--- config.mk ---
export PLATFORM = sky130hd
export DESIGN_NAME = port_pin_mode_control
export DESIGN_NICKNAME = d
export VERILOG_FILES = /design/src/hdl/port_mode_pkg.sv /design/src/hdl/port_pin_mode_control.sv
export SDC_FILE = /design/constraint.sdc
export NUM_CORES = 1
export LEC_CHECK = 0
export ABC_AREA = 1
export BUFFER_PORTS_ARGS = -buffer_cell sky130_fd_sc_hd__buf_2
export CAP_MARGIN = 40
export CELL_PAD_IN_SITES_DETAIL_PLACEMENT = 1
export CELL_PAD_IN_SITES_GLOBAL_PLACEMENT = 1
export CORE_MARGIN = 5
export CORE_UTILIZATION = 33
export CTS_CLUSTER_SIZE = 24
export DETAILED_ROUTE_END_ITERATION = 10
export PLACE_DENSITY = 0.75
export SLEW_MARGIN = 30
export SYNTH_ARGS = -nofsm -noshare
export SYNTH_HDL_FRONTEND = slang
export SYNTH_SLANG_ARGS = --single-unit
--- constraint.sdc ---
create_clock -name clk_i -period 1.8 [get_ports clk_i]
set_input_delay 0.18 -clock clk_i [delete_from_list [all_inputs] [get_ports clk_i]]
set_output_delay 0.18 -clock clk_i [all_outputs]
set_load 0.01 [all_outputs]
--- src/hdl/port_mode_pkg.sv ---
/*
 * Constants and carrier types for the port pin mode control block.
 * Assumes a 32-bit AXI4-Lite register bus and five 8-bit ports.
 */
package port_mode_pkg;

    localparam int unsigned NUM_PORTS = 5;
    localparam int unsigned PORT_W    = 8;

    // Register indices as printed; byte address is four times the index
    localparam logic [7:0] IDX_P3_MODE_A   = 8'h9E;
    localparam logic [7:0] IDX_P0_MODE_A   = 8'hB1;
    localparam logic [7:0] IDX_P0_MODE_B   = 8'hB2;
    localparam logic [7:0] IDX_P1_MODE_A   = 8'hB3;
    localparam logic [7:0] IDX_P1_MODE_B   = 8'hB4;
    localparam logic [7:0] IDX_P2_MODE_A   = 8'hB5;
    localparam logic [7:0] IDX_P2_MODE_B   = 8'hB6;
    localparam logic [7:0] IDX_THRESH_SEL  = 8'hEC;
    localparam logic [7:0] IDX_P4_MODE_A   = 8'hFA;
    localparam logic [7:0] IDX_P4_MODE_B   = 8'hFB;
    // Registers without a printed offset
    localparam logic [7:0] IDX_P3_MODE_B   = 8'hC0;
    localparam logic [7:0] IDX_PORT_LATCH0 = 8'hC1;

    localparam int unsigned ADDR_W = 12;

    // Implemented-bit masks
    localparam logic [7:0] MASK_FULL   = 8'hFF;
    localparam logic [7:0] MASK_PORT1  = 8'h8F;
    localparam logic [7:0] MASK_PORT4  = 8'h0F;
    localparam logic [7:0] MASK_THRESH = 8'h1F;

    localparam logic [7:0] RST_MODE   = 8'h00;
    localparam logic [7:0] RST_THRESH = 8'h00;

    // Dedicated input pin and serial-bus pins on port 1
    localparam int unsigned DED_IN_PORT = 1;
    localparam int unsigned DED_IN_BIT  = 4;
    localparam int unsigned SDA_BIT     = 5;
    localparam int unsigned SCL_BIT     = 6;

    // Strong pull-up pulse length
    localparam int unsigned STRONG_PU_CLKS = 2;

    localparam logic [1:0] AXI_OKAY   = 2'h0;
    localparam logic [1:0] AXI_SLVERR = 2'h2;

    typedef enum logic [1:0] {
        MODE_QUASI,
        MODE_PUSH_PULL,
        MODE_INPUT_ONLY,
        MODE_OPEN_DRAIN
    } pin_mode_t;

    // Driver enables for one pin
    typedef struct packed {
        logic very_weak_pu;
        logic weak_pu;
        logic strong_pu;
        logic pull_down;
        logic schmitt;
    } pin_drive_t;

endpackage

--- src/hdl/port_pin_mode_control.sv ---
/*
 * Port pin mode control: mode registers, threshold select and per-pin
 * driver enables for five 8-bit ports behind an AXI4-Lite slave.
 * Assumes the port latches come from the CPU core and the pin levels are
 * already synchronous to clk_i; pads turn the enables into pin drive.
 */
// Our own choice: the AXI4-Lite register port.
// Notes on behaviour
// RL1 - Quasi mode: very weak pull-up when latch 1
// RL2 - Quasi mode: weak pull-up when latch and pin 1
// RL3 - Quasi mode: strong pull-up two clocks on rise
// RL4 - Quasi mode: latch 0 drives pin low
// RL5 - Open drain: no pull-ups, pull-down on latch 0
// RL6 - Push-pull: strong pull-up while latch holds 1
// RL7 - Input only: all drivers off
// RL8 - Dedicated input pin has no output mode
// RL9 - Reset level from config bit, weak high
// RL10 - Quasi mode is the reset default
// RL11 - Per-port bit selects Schmitt or TTL
// RL12 - Dedicated input pin always Schmitt
// RL13 - Port 1 mode bits only 7, 3..0
// RL14 - Port 4 mode bits only 3..0
// RL15 - Mode bits decode: 00 quasi, 01 pp, 10 in, 11 od
// RL16 - Serial-bus pins always open drain
// RL17 - Unimplemented bits read zero, writes ignored
// RL18 - Mode write takes effect next cycle
`timescale 1ns/1ns
`default_nettype none

module port_pin_mode_control #(
    parameter int unsigned STRONG_CLKS = port_mode_pkg::STRONG_PU_CLKS
) (
    input  wire logic                   clk_i,
    input  wire logic                   sys_rst_i,
    input  wire logic                   reset_level_select_i,
    input  wire logic [39:0]            latch_i,
    input  wire logic [39:0]            pin_level_i,
    output logic      [39:0]            latch_o,
    output port_mode_pkg::pin_drive_t   drive_o [40],
    input  wire logic [11:0]            s_axi_awaddr,
    input  wire logic                   s_axi_awvalid,
    output logic                        s_axi_awready,
    input  wire logic [31:0]            s_axi_wdata,
    input  wire logic [3:0]             s_axi_wstrb,
    input  wire logic                   s_axi_wvalid,
    output logic                        s_axi_wready,
    output logic      [1:0]             s_axi_bresp,
    output logic                        s_axi_bvalid,
    input  wire logic                   s_axi_bready,
    input  wire logic [11:0]            s_axi_araddr,
    input  wire logic                   s_axi_arvalid,
    output logic                        s_axi_arready,
    output logic      [31:0]            s_axi_rdata,
    output logic      [1:0]             s_axi_rresp,
    output logic                        s_axi_rvalid,
    input  wire logic                   s_axi_rready
);

    logic [7:0]  mode_a_q [5];
    logic [7:0]  mode_b_q [5];
    logic [7:0]  thresh_q;
    logic [39:0] prev_latch_q;
    logic [39:0] latch_rst_q;
    logic        rst_seen_q;

    // Write path holds address and data until both have arrived
    logic [11:0] aw_q;
    logic        aw_full_q;
    logic [31:0] w_q;
    logic [3:0]  ws_q;
    logic        w_full_q;

    assign s_axi_awready = !aw_full_q && !s_axi_bvalid;
    assign s_axi_wready  = !w_full_q && !s_axi_bvalid;

    always_ff @(posedge clk_i)
    begin
        if (sys_rst_i)
        begin
            aw_full_q <= 1'b0;
            aw_q      <= 12'h000;
        end
        else if (s_axi_awvalid && s_axi_awready)
        begin
            aw_full_q <= 1'b1;
            aw_q      <= s_axi_awaddr;
        end
        else if (aw_full_q && w_full_q)
        begin
            aw_full_q <= 1'b0;
        end
    end

    always_ff @(posedge clk_i)
    begin
        if (sys_rst_i)
        begin
            w_full_q <= 1'b0;
            w_q      <= 32'h0000_0000;
            ws_q     <= 4'h0;
        end
        else if (s_axi_wvalid && s_axi_wready)
        begin
            w_full_q <= 1'b1;
            w_q      <= s_axi_wdata;
            ws_q     <= s_axi_wstrb;
        end
        else if (aw_full_q && w_full_q)
        begin
            w_full_q <= 1'b0;
        end
    end

    logic       wr_go;
    logic [7:0] wr_idx;
    logic       wr_lo;
    logic [7:0] wbyte;
    logic       wr_hit;
    logic       wr_en;

    assign wr_go  = aw_full_q && w_full_q;
    assign wr_idx = aw_q[9:2];
    assign wr_lo  = ws_q[0];
    assign wbyte  = w_q[7:0];

    function automatic logic map_hit(input logic [7:0] idx);
        map_hit = (idx == port_mode_pkg::IDX_P0_MODE_A) ||
                  (idx == port_mode_pkg::IDX_P0_MODE_B) ||
                  (idx == port_mode_pkg::IDX_P1_MODE_A) ||
                  (idx == port_mode_pkg::IDX_P1_MODE_B) ||
                  (idx == port_mode_pkg::IDX_P2_MODE_A) ||
                  (idx == port_mode_pkg::IDX_P2_MODE_B) ||
                  (idx == port_mode_pkg::IDX_P3_MODE_A) ||
                  (idx == port_mode_pkg::IDX_P3_MODE_B) ||
                  (idx == port_mode_pkg::IDX_P4_MODE_A) ||
                  (idx == port_mode_pkg::IDX_P4_MODE_B) ||
                  (idx == port_mode_pkg::IDX_THRESH_SEL);
    endfunction

    assign wr_hit = map_hit(wr_idx) && (aw_q[11:10] == 2'h0)
                    && (aw_q[1:0] == 2'h0);
    // Misaddressed writes get an error answer and change nothing
    assign wr_en  = wr_go && wr_lo && wr_hit;

    localparam logic [7:0] IDX_A [5] = '{port_mode_pkg::IDX_P0_MODE_A,
        port_mode_pkg::IDX_P1_MODE_A, port_mode_pkg::IDX_P2_MODE_A,
        port_mode_pkg::IDX_P3_MODE_A, port_mode_pkg::IDX_P4_MODE_A};
    localparam logic [7:0] IDX_B [5] = '{port_mode_pkg::IDX_P0_MODE_B,
        port_mode_pkg::IDX_P1_MODE_B, port_mode_pkg::IDX_P2_MODE_B,
        port_mode_pkg::IDX_P3_MODE_B, port_mode_pkg::IDX_P4_MODE_B};
    // RL13 RL14 implemented masks
    localparam logic [7:0] MASK [5] = '{port_mode_pkg::MASK_FULL,
        port_mode_pkg::MASK_PORT1, port_mode_pkg::MASK_FULL,
        port_mode_pkg::MASK_FULL, port_mode_pkg::MASK_PORT4};

    genvar gp;
    generate
        for (gp = 0; gp < 5; gp++)
        begin : g_port
            // RL17 RL18 masked write, used next cycle
            always_ff @(posedge clk_i)
            begin
                if (sys_rst_i)
                begin
                    mode_a_q[gp] <= port_mode_pkg::RST_MODE;
                    mode_b_q[gp] <= port_mode_pkg::RST_MODE;
                end
                else if (wr_en && wr_idx == IDX_A[gp])
                begin
                    mode_a_q[gp] <= wbyte & MASK[gp];
                end
                else if (wr_en && wr_idx == IDX_B[gp])
                begin
                    mode_b_q[gp] <= wbyte & MASK[gp];
                end
            end
        end
    endgenerate

    // RL11 RL17 threshold select bits
    always_ff @(posedge clk_i)
    begin
        if (sys_rst_i)
        begin
            thresh_q <= port_mode_pkg::RST_THRESH;
        end
        else if (wr_en && wr_idx == port_mode_pkg::IDX_THRESH_SEL)
        begin
            thresh_q <= wbyte & port_mode_pkg::MASK_THRESH;
        end
    end

    always_ff @(posedge clk_i)
    begin
        if (sys_rst_i)
        begin
            s_axi_bvalid <= 1'b0;
            s_axi_bresp  <= port_mode_pkg::AXI_OKAY;
        end
        else if (wr_go)
        begin
            s_axi_bvalid <= 1'b1;
            s_axi_bresp  <= wr_hit ? port_mode_pkg::AXI_OKAY
                                   : port_mode_pkg::AXI_SLVERR;
        end
        else if (s_axi_bready)
        begin
            s_axi_bvalid <= 1'b0;
        end
    end

    // Read path: one-cycle answer
    logic [7:0] rd_idx;
    logic [7:0] rd_byte;
    logic       rd_ok;

    assign s_axi_arready = !s_axi_rvalid;
    assign rd_idx        = s_axi_araddr[9:2];
    assign rd_ok         = map_hit(rd_idx) && (s_axi_araddr[11:10] == 2'h0)
                           && (s_axi_araddr[1:0] == 2'h0);

    always_comb
    begin
        rd_byte = 8'h00;
        for (int i = 0; i < 5; i++)
        begin
            if (rd_idx == IDX_A[i])
            begin
                rd_byte = mode_a_q[i];
            end
            if (rd_idx == IDX_B[i])
            begin
                rd_byte = mode_b_q[i];
            end
        end
        if (rd_idx == port_mode_pkg::IDX_THRESH_SEL)
        begin
            rd_byte = thresh_q;
        end
    end

    always_ff @(posedge clk_i)
    begin
        if (sys_rst_i)
        begin
            s_axi_rvalid <= 1'b0;
            s_axi_rdata  <= 32'h0000_0000;
            s_axi_rresp  <= port_mode_pkg::AXI_OKAY;
        end
        else if (s_axi_arvalid && s_axi_arready)
        begin
            s_axi_rvalid <= 1'b1;
            s_axi_rdata  <= rd_ok ? {24'h00_0000, rd_byte} : 32'h0000_0000;
            s_axi_rresp  <= rd_ok ? port_mode_pkg::AXI_OKAY
                                  : port_mode_pkg::AXI_SLVERR;
        end
        else if (s_axi_rready)
        begin
            s_axi_rvalid <= 1'b0;
        end
    end

    // RL9 latches start at the configured level, held through reset
    always_ff @(posedge clk_i)
    begin
        if (sys_rst_i)
        begin
            rst_seen_q  <= 1'b1;
            latch_rst_q <= {40{reset_level_select_i}};
        end
        else if (rst_seen_q && latch_i != latch_rst_q)
        begin
            rst_seen_q <= 1'b0;
        end
    end

    assign latch_o = rst_seen_q ? latch_rst_q : latch_i;

    always_ff @(posedge clk_i)
    begin
        if (sys_rst_i)
        begin
            // Match latch_o so leaving reset shows no false rise
            prev_latch_q <= {40{reset_level_select_i}};
        end
        else
        begin
            prev_latch_q <= latch_o;
        end
    end

    // Strong pull-up counters, one per pin
    logic [1:0] spu_cnt_q [40];

    genvar gb;
    generate
        for (gb = 0; gb < 40; gb++)
        begin : g_pin
            localparam int P = gb / 8;
            localparam int B = gb % 8;
            localparam bit DED = (P == port_mode_pkg::DED_IN_PORT) &&
                                 (B == port_mode_pkg::DED_IN_BIT);
            localparam bit I2C = (P == 1) &&
                                 (B == port_mode_pkg::SDA_BIT ||
                                  B == port_mode_pkg::SCL_BIT);
            // Serial-bus pins drive although their mode bits are absent
            localparam bit NONE = !MASK[P][B] && !I2C;
            port_mode_pkg::pin_mode_t mode;
            logic l;

            // RL15 RL16 RL10 decode, reset-zero bits give quasi
            always_comb
            begin
                if (I2C)
                begin
                    mode = port_mode_pkg::MODE_OPEN_DRAIN;
                end
                else
                begin
                    mode = port_mode_pkg::pin_mode_t'(
                        {mode_a_q[P][B], mode_b_q[P][B]});
                end
            end
            assign l = latch_o[gb];

            // RL3 two-clock strong pull-up on latch rise
            always_ff @(posedge clk_i)
            begin
                if (sys_rst_i)
                begin
                    spu_cnt_q[gb] <= 2'h0;
                end
                else if (mode == port_mode_pkg::MODE_QUASI && l
                         && !prev_latch_q[gb])
                begin
                    spu_cnt_q[gb] <= 2'(STRONG_CLKS);
                end
                else if (spu_cnt_q[gb] != 2'h0)
                begin
                    spu_cnt_q[gb] <= spu_cnt_q[gb] - 2'h1;
                end
            end

            always_comb
            begin
                drive_o[gb] = '0;
                // RL11 RL12 threshold select
                drive_o[gb].schmitt = DED ? 1'b1 : thresh_q[P];
                // RL8 dedicated or absent pin: no drivers
                if (!DED && !NONE)
                begin
                    case (mode)
                        port_mode_pkg::MODE_QUASI:
                        begin
                            // RL1 RL2 RL4 quasi drivers
                            drive_o[gb].very_weak_pu = l;
                            drive_o[gb].weak_pu = l && pin_level_i[gb];
                            drive_o[gb].strong_pu = l &&
                                (spu_cnt_q[gb] != 2'h0);
                            drive_o[gb].pull_down = !l;
                        end
                        port_mode_pkg::MODE_PUSH_PULL:
                        begin
                            // RL6 continuous strong pull-up
                            drive_o[gb].strong_pu = l;
                            drive_o[gb].pull_down = !l;
                        end
                        port_mode_pkg::MODE_OPEN_DRAIN:
                        begin
                            // RL5 pull-down only
                            drive_o[gb].pull_down = !l;
                        end
                        port_mode_pkg::MODE_INPUT_ONLY:
                        begin
                            // RL7 no drivers
                            drive_o[gb].pull_down = 1'b0;
                        end
                        default:
                        begin
                            drive_o[gb].pull_down = 1'b0;
                        end
                    endcase
                end
            end

        end
    endgenerate
endmodule

`default_nettype wire

## Word level (Yosys, flattened, before mapping)

Memories as Yosys holds them, arrays and structs flattened.
Index checks and enable logic that the tools add are counted.

| storage, ports and cells | value |
|---|---|
| flip-flop bits (word level) | 108 |
| RAM bits | 160 |
| output and inout bits | 281 |
| memories | 3 |
| word-level logic and storage cells | 1168 |

| operators by class | value |
|---|---|
| bitwise logic cells | 88 |
| add/sub/neg operators | 40 |
| mux-type cells | 519 |
| equality and inequality tests | 122 |
| reduce and logical (&&, ||, !) cells | 382 |

Memory list:

| memory | words | width | read ports | clocked after Yosys merged registers in | write ports | RTL line | RTL |
|---|---|---|---|---|---|---|---|
| spu_cnt_q | 40 | 2 | 40 | 0 | 40 | port_pin_mode_control.sv:293 | `logic [1:0] spu_cnt_q [40];` |
| mode_a_q | 5 | 8 | 5 | 0 | 5 | port_pin_mode_control.sv:59 | `logic [7:0] mode_a_q [5];` |
| mode_b_q | 5 | 8 | 5 | 0 | 5 | port_pin_mode_control.sv:60 | `logic [7:0] mode_b_q [5];` |

Operator list:

| kind | number |
|---|---|
| $mux W1 | 316 |
| $mux W2 | 113 |
| $eq A8 B8 Y1 const B | 22 |
| $mux W8 | 22 |
| $logic_and A1 B1 Y1 | 166 |
| $eq A2 B2 Y1 const B | 66 |
| $pmux W1 S2 | 66 |
| $reduce_or A3 Y1 | 33 |
| $or A1 B1 Y1 | 88 |
| $reduce_bool A2 Y1 | 44 |
| $logic_not A2 Y1 | 42 |
| $mux W40 | 2 |
| $sub A2 B1 Y2 const B | 40 |
| $logic_not A1 Y1 | 77 |
| $eq A2 B1 Y1 const B | 33 |
| $ne A40 B40 Y1 | 1 |
| $logic_or A1 B1 Y1 | 20 |

## Longest topological paths before layout

Gate-level depths: netlist of run 1.

| depth | value |
|---|---|
| depth after elaboration | 20 |
| depth in mapped cells | 15 |
| gate-level depth less buffers | 15 |

## Least setup slack after synthesis of run 1

Ideal clock, no wire load.

| timing path | value |
|---|---|
| path type | register -> register |
| start | register aw_q[3] |
| end | memory mode_b_q[3][0], enable pin |
| buffers on the path | 0 |
| library setup time | 0.329 ns |
| stages on the path, launching flop included | 10 |
| arrival | 1.609 ns |
| path slack | -0.138 ns |
| cell sequence | dfxtp_1 nor2_4 nand3_1 nor4_2 nor3_1 nand2_1 nand3_2 clkinv_2 nand2_2 nand2_1 |

RTL lines:

| element | RTL line | RTL |
|---|---|---|
| start, declared | port_pin_mode_control.sv:67 | `logic [11:0] aw_q;` |
| start signal, assigned | port_pin_mode_control.sv:86 | `aw_q <= s_axi_awaddr;` |
| end, declared | port_pin_mode_control.sv:60 |  |

==> key figures, run 1 <==
Timing
  – Post-route minimum period: 2.283 ns
  – Final setup vio count: 339
  – Slew HR: 42.92%
  – Worst setup margin: -0.4825 ns
  – Fin. max-slew vios: 0
  – Worst slew pin tran: 0.8553 ns
  – RSZ-0062 raised after global routing: yes
  – Fin crit share: 126.8%
  – Fin. Hold Viols: 0
  – Max Freq: 0.4381 GHz
  – Fin Clk Skew: 0.007930 ns

Placement
  – GPL Wtd Cong: 0.8986
  – Placed Cells incl. Taps: 2343
  – Buffers added on ports: 341
  – DP HPWL: 36740 um
  – Setup WS pre-CTS: -0.2239 ns

GRT
  – Initial antenna violation count: 6
  – GRT Total Usage: 22.54%
  – Vias in the first global route: 12620
  – GR Overflow Total: 0
  – First-pass GRT wire length: 70240 um
  – Pin count of the biggest net entering global routing: 65

Critical path
  – Slowest stage delay, CP: 0.42 ns
  – Crit Path Class: reg -> out
  – Worst setup EP type: output pin
  – CP max stage cell: edfxtp_1
  – CP max FO: 6
  – Worst path arrival time: 2.10 ns
  – Setup crit start kind: flip-flop
  – Required @ worst endpoint: 1.62 ns
  – Critical path, cell by cell: nand2_2 > inv_4 > buf_12 > buf_12 > a21oi_4 > buf_6 > inv_4 > a21oi_2 > buf_2

Logic synthesis
  – Synth top area cells: edfxtp_1 (34%), dfxtp_1 (12%), inv_1 (7.8%), buf_4 (5.6%), nand2_1 (5.3%)
  – Post-synthesis sequential area ratio: 46.02%
  – Synthesized area: 11900 sq um
  – Yosys cell types: 45
  – Yosys reg bits: 207
  – FFs w/ async S/R, synth: 0%
  – Most frequent cells after synthesis: inv_1 (248), nand2_1 (167), nor2_1 (150)
  – Synth top area share: 33.57%
  – Avg Inst Size Synth: 8.126 sq um
  – Synth Flop Type: edfxtp_1
  – Mapped Cells: 1464
  – Count leader, synth: inv_1
  – Number of flops mapped to enable cells by yosys: 133
  – Yosys warning count: 0
  – Leading area contributor after synthesis: edfxtp_1

Floorplan
  – Die Wd: 199.9 um
  – Initial core utilization: 33.45%
  – Die ar.: 39950 sq um
  – Row Count: 69
  – I/O pin count: 429
  – Core area: 35570 sq um
  – Die H: 199.9 um

Final layout
  – NumNets Final: 2152
  – Register Area: 5497 sq um
  – Fillers: 4176
  – Area occupied by multi-input gates: 6574 sq um
  – Fin cells: 2453
  – Share of cells above drive strength 1: 45.13%
  – P&R area growth vs syn: 55.85%

Route
  – Remaining DRCs: 0
  – Post-DRT Antenna Nets: 0
  – Post-detailed-routing wire length: 51900 um
  – DRT Pass-1 Iters: 5
  – Initial drt markers: 544
  – Via Count: 12470
  – Routed wire length per instance: 21.16 um
  – Routed vias/inst: 5.082

Clocking
  – CTS Buffer Depth: 3
  – Clock sinks: 207
  – CTS tree: yes
  – H-tree Lvls: 1
  – CTS clk-pin slew, worst paths: 0.06 ns
  – Clock root cell: clkbuf_16
  – Worst skew pair latency: 0.53 ns
  – Num CTS Buffers: 25

Power
  – Peak VDD IR: 0.0006766 V
  – PD cells: 941.2 nW/um^2
  – Leak pwr: 8.294 nW

Run status
  – Outcome: finished with violations
  – Violated checks: negative setup slack

Hold path
  – Hold Crit Class: in -> reg

Flow run
  – Max cap viols: 0
==> cell usage in the layout, fill, tap and decap left out, types with 26 or more instances in the layout <==
cell type  count
buf_2        295
inv_1        217
nand2_1      139
edfxtp_1     133
buf_4        129
nor2_1       114
buf_6         93
o21ai_0       70
dfxtp_1       65
nand3_1       58
conb_1        53
a21oi_2       41
nor3_2        41
a21oi_4       35
a21oi_1       35
o22ai_1       35
nand3b_1      33
ha_1          33
nor3_4        27
clkbuf_16     26
==> per-stage QoR <==
stage / utilization, % / instance area (sq um) / hold slack [ns] / power, mW / TNS (ns)
2_1_floorplan: - / 12280 / 0.2789 / 9.446 / 0
3_3_place_gp: 42.07 / 14960 / 0.4015 / 10.85 / -9.615
3_5_place_dp: 42.07 / 14960 / 0.4145 / 11.20 / -22.63
4_1_cts: 46.92 / 16690 / 0.005210 / 16.81 / -70.83
5_1_grt: 52.12 / 18540 / 0.04109 / 18.31 / -104.28
6_report: 52.12 / 18540 / 0.03434 / 17.45 / -71.61
==> layout make-up <==
type / count / area share (%)
sequential: 207 / 29.65
tap: 461 / 3.111
multi-input combinational: 923 / 35.46
inverter: 257 / 5.514
clock buffer: 30 / 3.529
antenna: 2 / 0.02699
clock inverter: 16 / 0.9920
timing repair buffer: 557 / 21.72
==> worst paths after layout <==
path                                                   from                           end  slack, ns  cells past startpoint
worst max-delay path               latch_rst_q[0]$_DFFE_PP_                   drive_o[81]      -0.48                      9
worst min-delay path                         s_axi_wdata[7]           w_q[7]$_SDFFE_PP0P_       0.03                      3
worst max register to register         aw_q[2]$_SDFFE_PP0P_  mode_b_q[3][7]$_SDFFCE_PN0P_      -0.21                     11
worst min register to register  s_axi_rdata[4]$_SDFFE_PP0P_   s_axi_rdata[4]$_SDFFE_PP0P_       0.47                      2
==> worst max-delay path: cells and delay by family (launching register included) <==
family / cells / cell delay (ns)
buffers and inverters: 6 / 0.68
flip-flops: 1 / 0.42
AO/OA/AOI/OAI: 2 / 0.34
AND/OR/NAND/NOR: 1 / 0.13
==> sequential cells by signal, indices dropped and copies added (netlist names) <==
name	count
aw_full_q	1
s_axi_bvalid	1
s_axi_bresp	1
w_q	8
mode_b_q	33
ws_q	1
prev_latch_q	33
w_full_q	1
spu_cnt_q	66
latch_rst_q	1
rst_seen_q	1
aw_q	12
s_axi_rvalid	1
thresh_q	5
mode_a_q	33
s_axi_rdata	8
s_axi_rresp	1
==> logic make-up after synthesis <==
kind of cell               share of synthesized area, %
other                                           0.06313
AOI/OAI and AO/OA                                 11.72
buffers and inverters                             15.08
and+or+nand+nor                                   23.64
adders and majority gates                         3.471
DFF                                               46.02
==> power by group <==
| group | internal [mW] | switching [mW] |
|---|---|---|
| Sequential | 6.22 | 0.485 |
| Combinational | 2.32 | 3.15 |
| Clock | 3.16 | 2.11 |
| Total | 11.7 | 5.75 |
==> metal layers <==
| layer | wire (um) | GRT usage (%) | vias up |
|---|---|---|---|
| met5 | 35 | 0 | - |
| met4 | 1697 | 6.491 | 8 |
| met3 | 3447 | 3.709 | 101 |
| met2 | 26370 | 40.19 | 452 |
| met1 | 20350 | 28.22 | 6130 |
| li1 | - | - | 5776 |
==> what timing repair did <==
action | in CTS | in global routing
gates resized for setup | 125 | 382
setup endpoints to repair | 354 | 393
buffers inserted | 15 | 36
pin swaps | 5 | 23
cloned | 0 | 4
hold buffers | 25 | 0
endpoints found under the hold margin | 25 | 0
No activity file was read; power rests on OpenSTA's default activity.
==> run 2: changes to the inputs <==
--- a/config.mk
+++ b/config.mk
@@ -10,11 +10,13 @@
 export CAP_MARGIN = 40
 export CELL_PAD_IN_SITES_DETAIL_PLACEMENT = 1
 export CELL_PAD_IN_SITES_GLOBAL_PLACEMENT = 1
+export CORE_ASPECT_RATIO = 1.5
 export CORE_MARGIN = 5
 export CORE_UTILIZATION = 33
 export CTS_CLUSTER_SIZE = 24
 export DETAILED_ROUTE_END_ITERATION = 10
 export PLACE_DENSITY = 0.75
+export RECOVER_POWER = 50
 export SLEW_MARGIN = 30
 export SYNTH_ARGS = -nofsm -noshare
 export SYNTH_HDL_FRONTEND = slang
==> run 2 against run 1 <==
  * The flow still finishes with violations (negative setup slack)
  * Die area up 0.20%
  * Final area up 4.2%
  * Flip-flop and latch count unchanged
  * Maximum frequency decreased by 2.7%
  * Utilization increased by 1.9 points
  * Power increased by 1.7%
  * Setup slack got worse by 0.064 ns
  * Clock skew rose by 0.016 ns
  * Global-route usage grew 1.7 points
  * Non-clock buffer count is 39 higher
  * First-iteration DRC count rose by 55%
  * Critical endpoint is now drive_o[179]
  * Largest power group unchanged
==> key figures, run 2 (same netlist as run 1, synthesis figures left out) <==
Route
  – Post-detailed-routing wire length: 58740 um (+13%)
  – Initial drt markers: 841 (+55%)
  – Post-DRT Antenna Nets: 0 (unchanged)
  – Via Count: 13300 (+6.7%)
  – Routed vias/inst: 5.315 (+4.6%)
  – Remaining DRCs: 0 (unchanged)
  – DRT Pass-1 Iters: 5 (unchanged)
  – Routed wire length per instance: 23.47 um (+11%)

Clocking
  – CTS tree: yes
  – Num CTS Buffers: 22 (-12%)
  – CTS clk-pin slew, worst paths: 0.07 ns (about the same)
  – Clock root cell: clkbuf_16
  – CTS Buffer Depth: 3 (unchanged)
  – Worst skew pair latency: 0.54 ns (about the same)
  – H-tree Lvls: 1 (unchanged)
  – Clock sinks: 207 (unchanged)

Power
  – PD cells: 919.1 nW/um^2 (-2.3%)
  – Peak VDD IR: 0.0005226 V (-23%)
  – Leak pwr: 8.572 nW (+3.4%)

GRT
  – First-pass GRT wire length: 76390 um (+8.8%)
  – GR Overflow Total: 0 (unchanged)
  – GRT Total Usage: 24.24% (+1.7 points)
  – Met1 usage: 25.27% (-3.0 points)
  – Met3 usage: 3.677% (-0.033 points)
  – Pin count of the biggest net entering global routing: 41 (-37%)
  – GR peak layer: met2
  – Initial antenna violation count: 5 (-1)
  – Met2 Usage GRT: 45.76% (+5.6 points)
  – Vias in the first global route: 13690 (+8.5%)

Timing
  – Fin. Hold Viols: 0 (unchanged)
  – RSZ-0062 raised after global routing: yes
  – Setup_tns: -92.33 ns (-20.72 ns)
  – Worst setup margin: -0.5470 ns (-0.06447 ns)
  – Fin Clk Skew: 0.02377 ns (+0.01584 ns)
  – Worst slew pin tran: 0.8911 ns (+0.03582 ns)
  – Slew HR: 40.53% (-2.4 points)
  – Post-route minimum period: 2.347 ns (+0.06447 ns)
  – Max Freq: 0.4261 GHz (-2.7%)
  – Fin crit share: 130.4% (+3.6 points)
  – Final setup vio count: 399 (+18%)
  – Fin. max-slew vios: 0 (unchanged)

Floorplan
  – Row Count: 85 (+23%)
  – Initial core utilization: 33.29% (-0.15 points)
  – Die ar.: 40030 sq um (+0.20%)
  – I/O pin count: 429 (unchanged)
  – Die H: 242.5 um (+21%)
  – Core area: 35730 sq um (+0.46%)
  – Die Wd: 165.0 um (-17%)

Final layout
  – Largest reg by FF count: spu_cnt_q
  – Fin cells: 2503 (+2.0%)
  – P&R area growth vs syn: 62.33%
  – Max reg flops: 66 (unchanged)
  – NumNets Final: 2188 (+1.7%)
  – Share of cells above drive strength 1: 48.34% (+3.2 points)
  – Cell area after layout: 19310 sq um (+4.2%)
  – Leading cell type in the layout, fill and taps excluded: buf_2
  – Most frequent cells in the layout: buf_2 (275), inv_1 (208), buf_6 (136), edfxtp_1 (133), buf_4 (127)

Placement
  – GPL Wtd Cong: 0.8553 (-4.8%)
  – DP HPWL: 36190 um (-1.5%)
  – Placed instance area: 14980 sq um (+0.13%)
  – Buffers added on ports: 341 (unchanged)
  – Setup WS pre-CTS: -0.2466 ns (-0.02267 ns)
  – Placed Cells incl. Taps: 2353 (+0.43%)

Flow run
  – Max cap viols: 0 (unchanged)

Critical path
  – Crit Path Class: reg -> out
  – Required @ worst endpoint: 1.62 ns (about the same)
  – Setup crit start kind: flip-flop
  – Worst path bufs/invs: 6 (unchanged)
  – CP max stage cell: edfxtp_1
  – Register-to-Register Path Depth: 8 (-3)
  – Worst setup EP type: output pin
  – Worst path top cell family by delay: buffers and inverters
  – Reg2Reg Setup Slack: -0.31 ns (-0.10 ns)
  – Worst path arrival time: 2.17 ns (+0.07 ns)
  – Critical path, cell by cell: nand2_2 > clkinv_4 > buf_12 > buf_4 > a21oi_4 > inv_2 > nand2_2 > nor2_2 > buf_4 > buf_6
  – WP depth: 10 (+1)
  – Slowest stage delay, CP: 0.44 ns (+0.02 ns)
  – CP max FO: 8 (+2)

Hold path
  – Hold Crit Class: in -> reg
  – Worst Hold Path Cells: 3 (unchanged)

Run status
  – Violated checks: negative setup slack
  – Outcome: finished with violations
## run 2: cell types whose count changed in the layout (fill, tap and decap cells not counted), moves of 10 or more
cell      previous run  this run
nand2_1            139       121
clkbuf_1             4        18
nand2_2             14        26
buf_6               93       136
inv_2               22        32
buf_2              295       275
## run 2: power by group
| part | internal [mW] | leakage, nW | switching, mW |
|---|---|---|---|
| clock network | 2.80 | 0.368 | 2.06 |
| logic | 2.55 | 6.17 | 3.56 |
| registers | 6.23 | 2.04 | 0.550 |
| total | 11.6 | 8.57 | 6.18 |
## run 2: worst reg2reg max path: stages (launching register included)
cell      delay, ns
edfxtp_1       0.44
buf_4          0.17
buf_4          0.13
buf_4          0.20
nor4_2         0.38
nand4_1        0.16
o41ai_1        0.12
nand4_1        0.24
o21ai_0        0.19
## run 2: area by class of cell
class	instances	area [sq um]
clock inverter	5	56.30
timing repair buffer	596	4516
tap	478	598.1
sequential	207	5494
antenna	2	5.005
fill	4098	16420
clock buffer	35	693.2
multi-input combinational	923	6935
inverter	257	1013
## run 2: path summary, 6_finish.rpt
kind	startpoint	to
worst min-delay path	latch_i[17]	prev_latch_q[17]$_DFF_P_
worst max register to register	latch_rst_q[0]$_DFFE_PP_	rst_seen_q$_SDFFE_PP1P_
worst min register to register	w_q[4]$_SDFFE_PP0P_	thresh_q[4]$_SDFFE_PP0P_
worst max-delay path	latch_rst_q[0]$_DFFE_PP_	drive_o[179]
## run 2: what timing repair did
item,4_1_cts,5_1_grt
endpoints found under the setup margin,353,397
hold buffers,24,0
setup buffers,42,57
resized for setup,382,241
pin swaps,33,52
cloned,2,2
endpoints found under the hold margin,24,0
## run 2: per-layer routing
layer	wire [um]	share of wire, %
met1	20250	34
met2	31450	54
met4	3618	6.2
met5	41	0.070
met3	3383	5.8
## run 2: through the flow
step	util, %	total power [mW]	hold slack, ns
detailed placement	41.93	11.17	0.4028
floorplan	-	9.446	0.2789
finish	54.04	17.75	0.05359
global placement	41.93	10.83	0.4023
global route	54.04	18.49	0.08101
CTS	50.20	16.68	0.003553
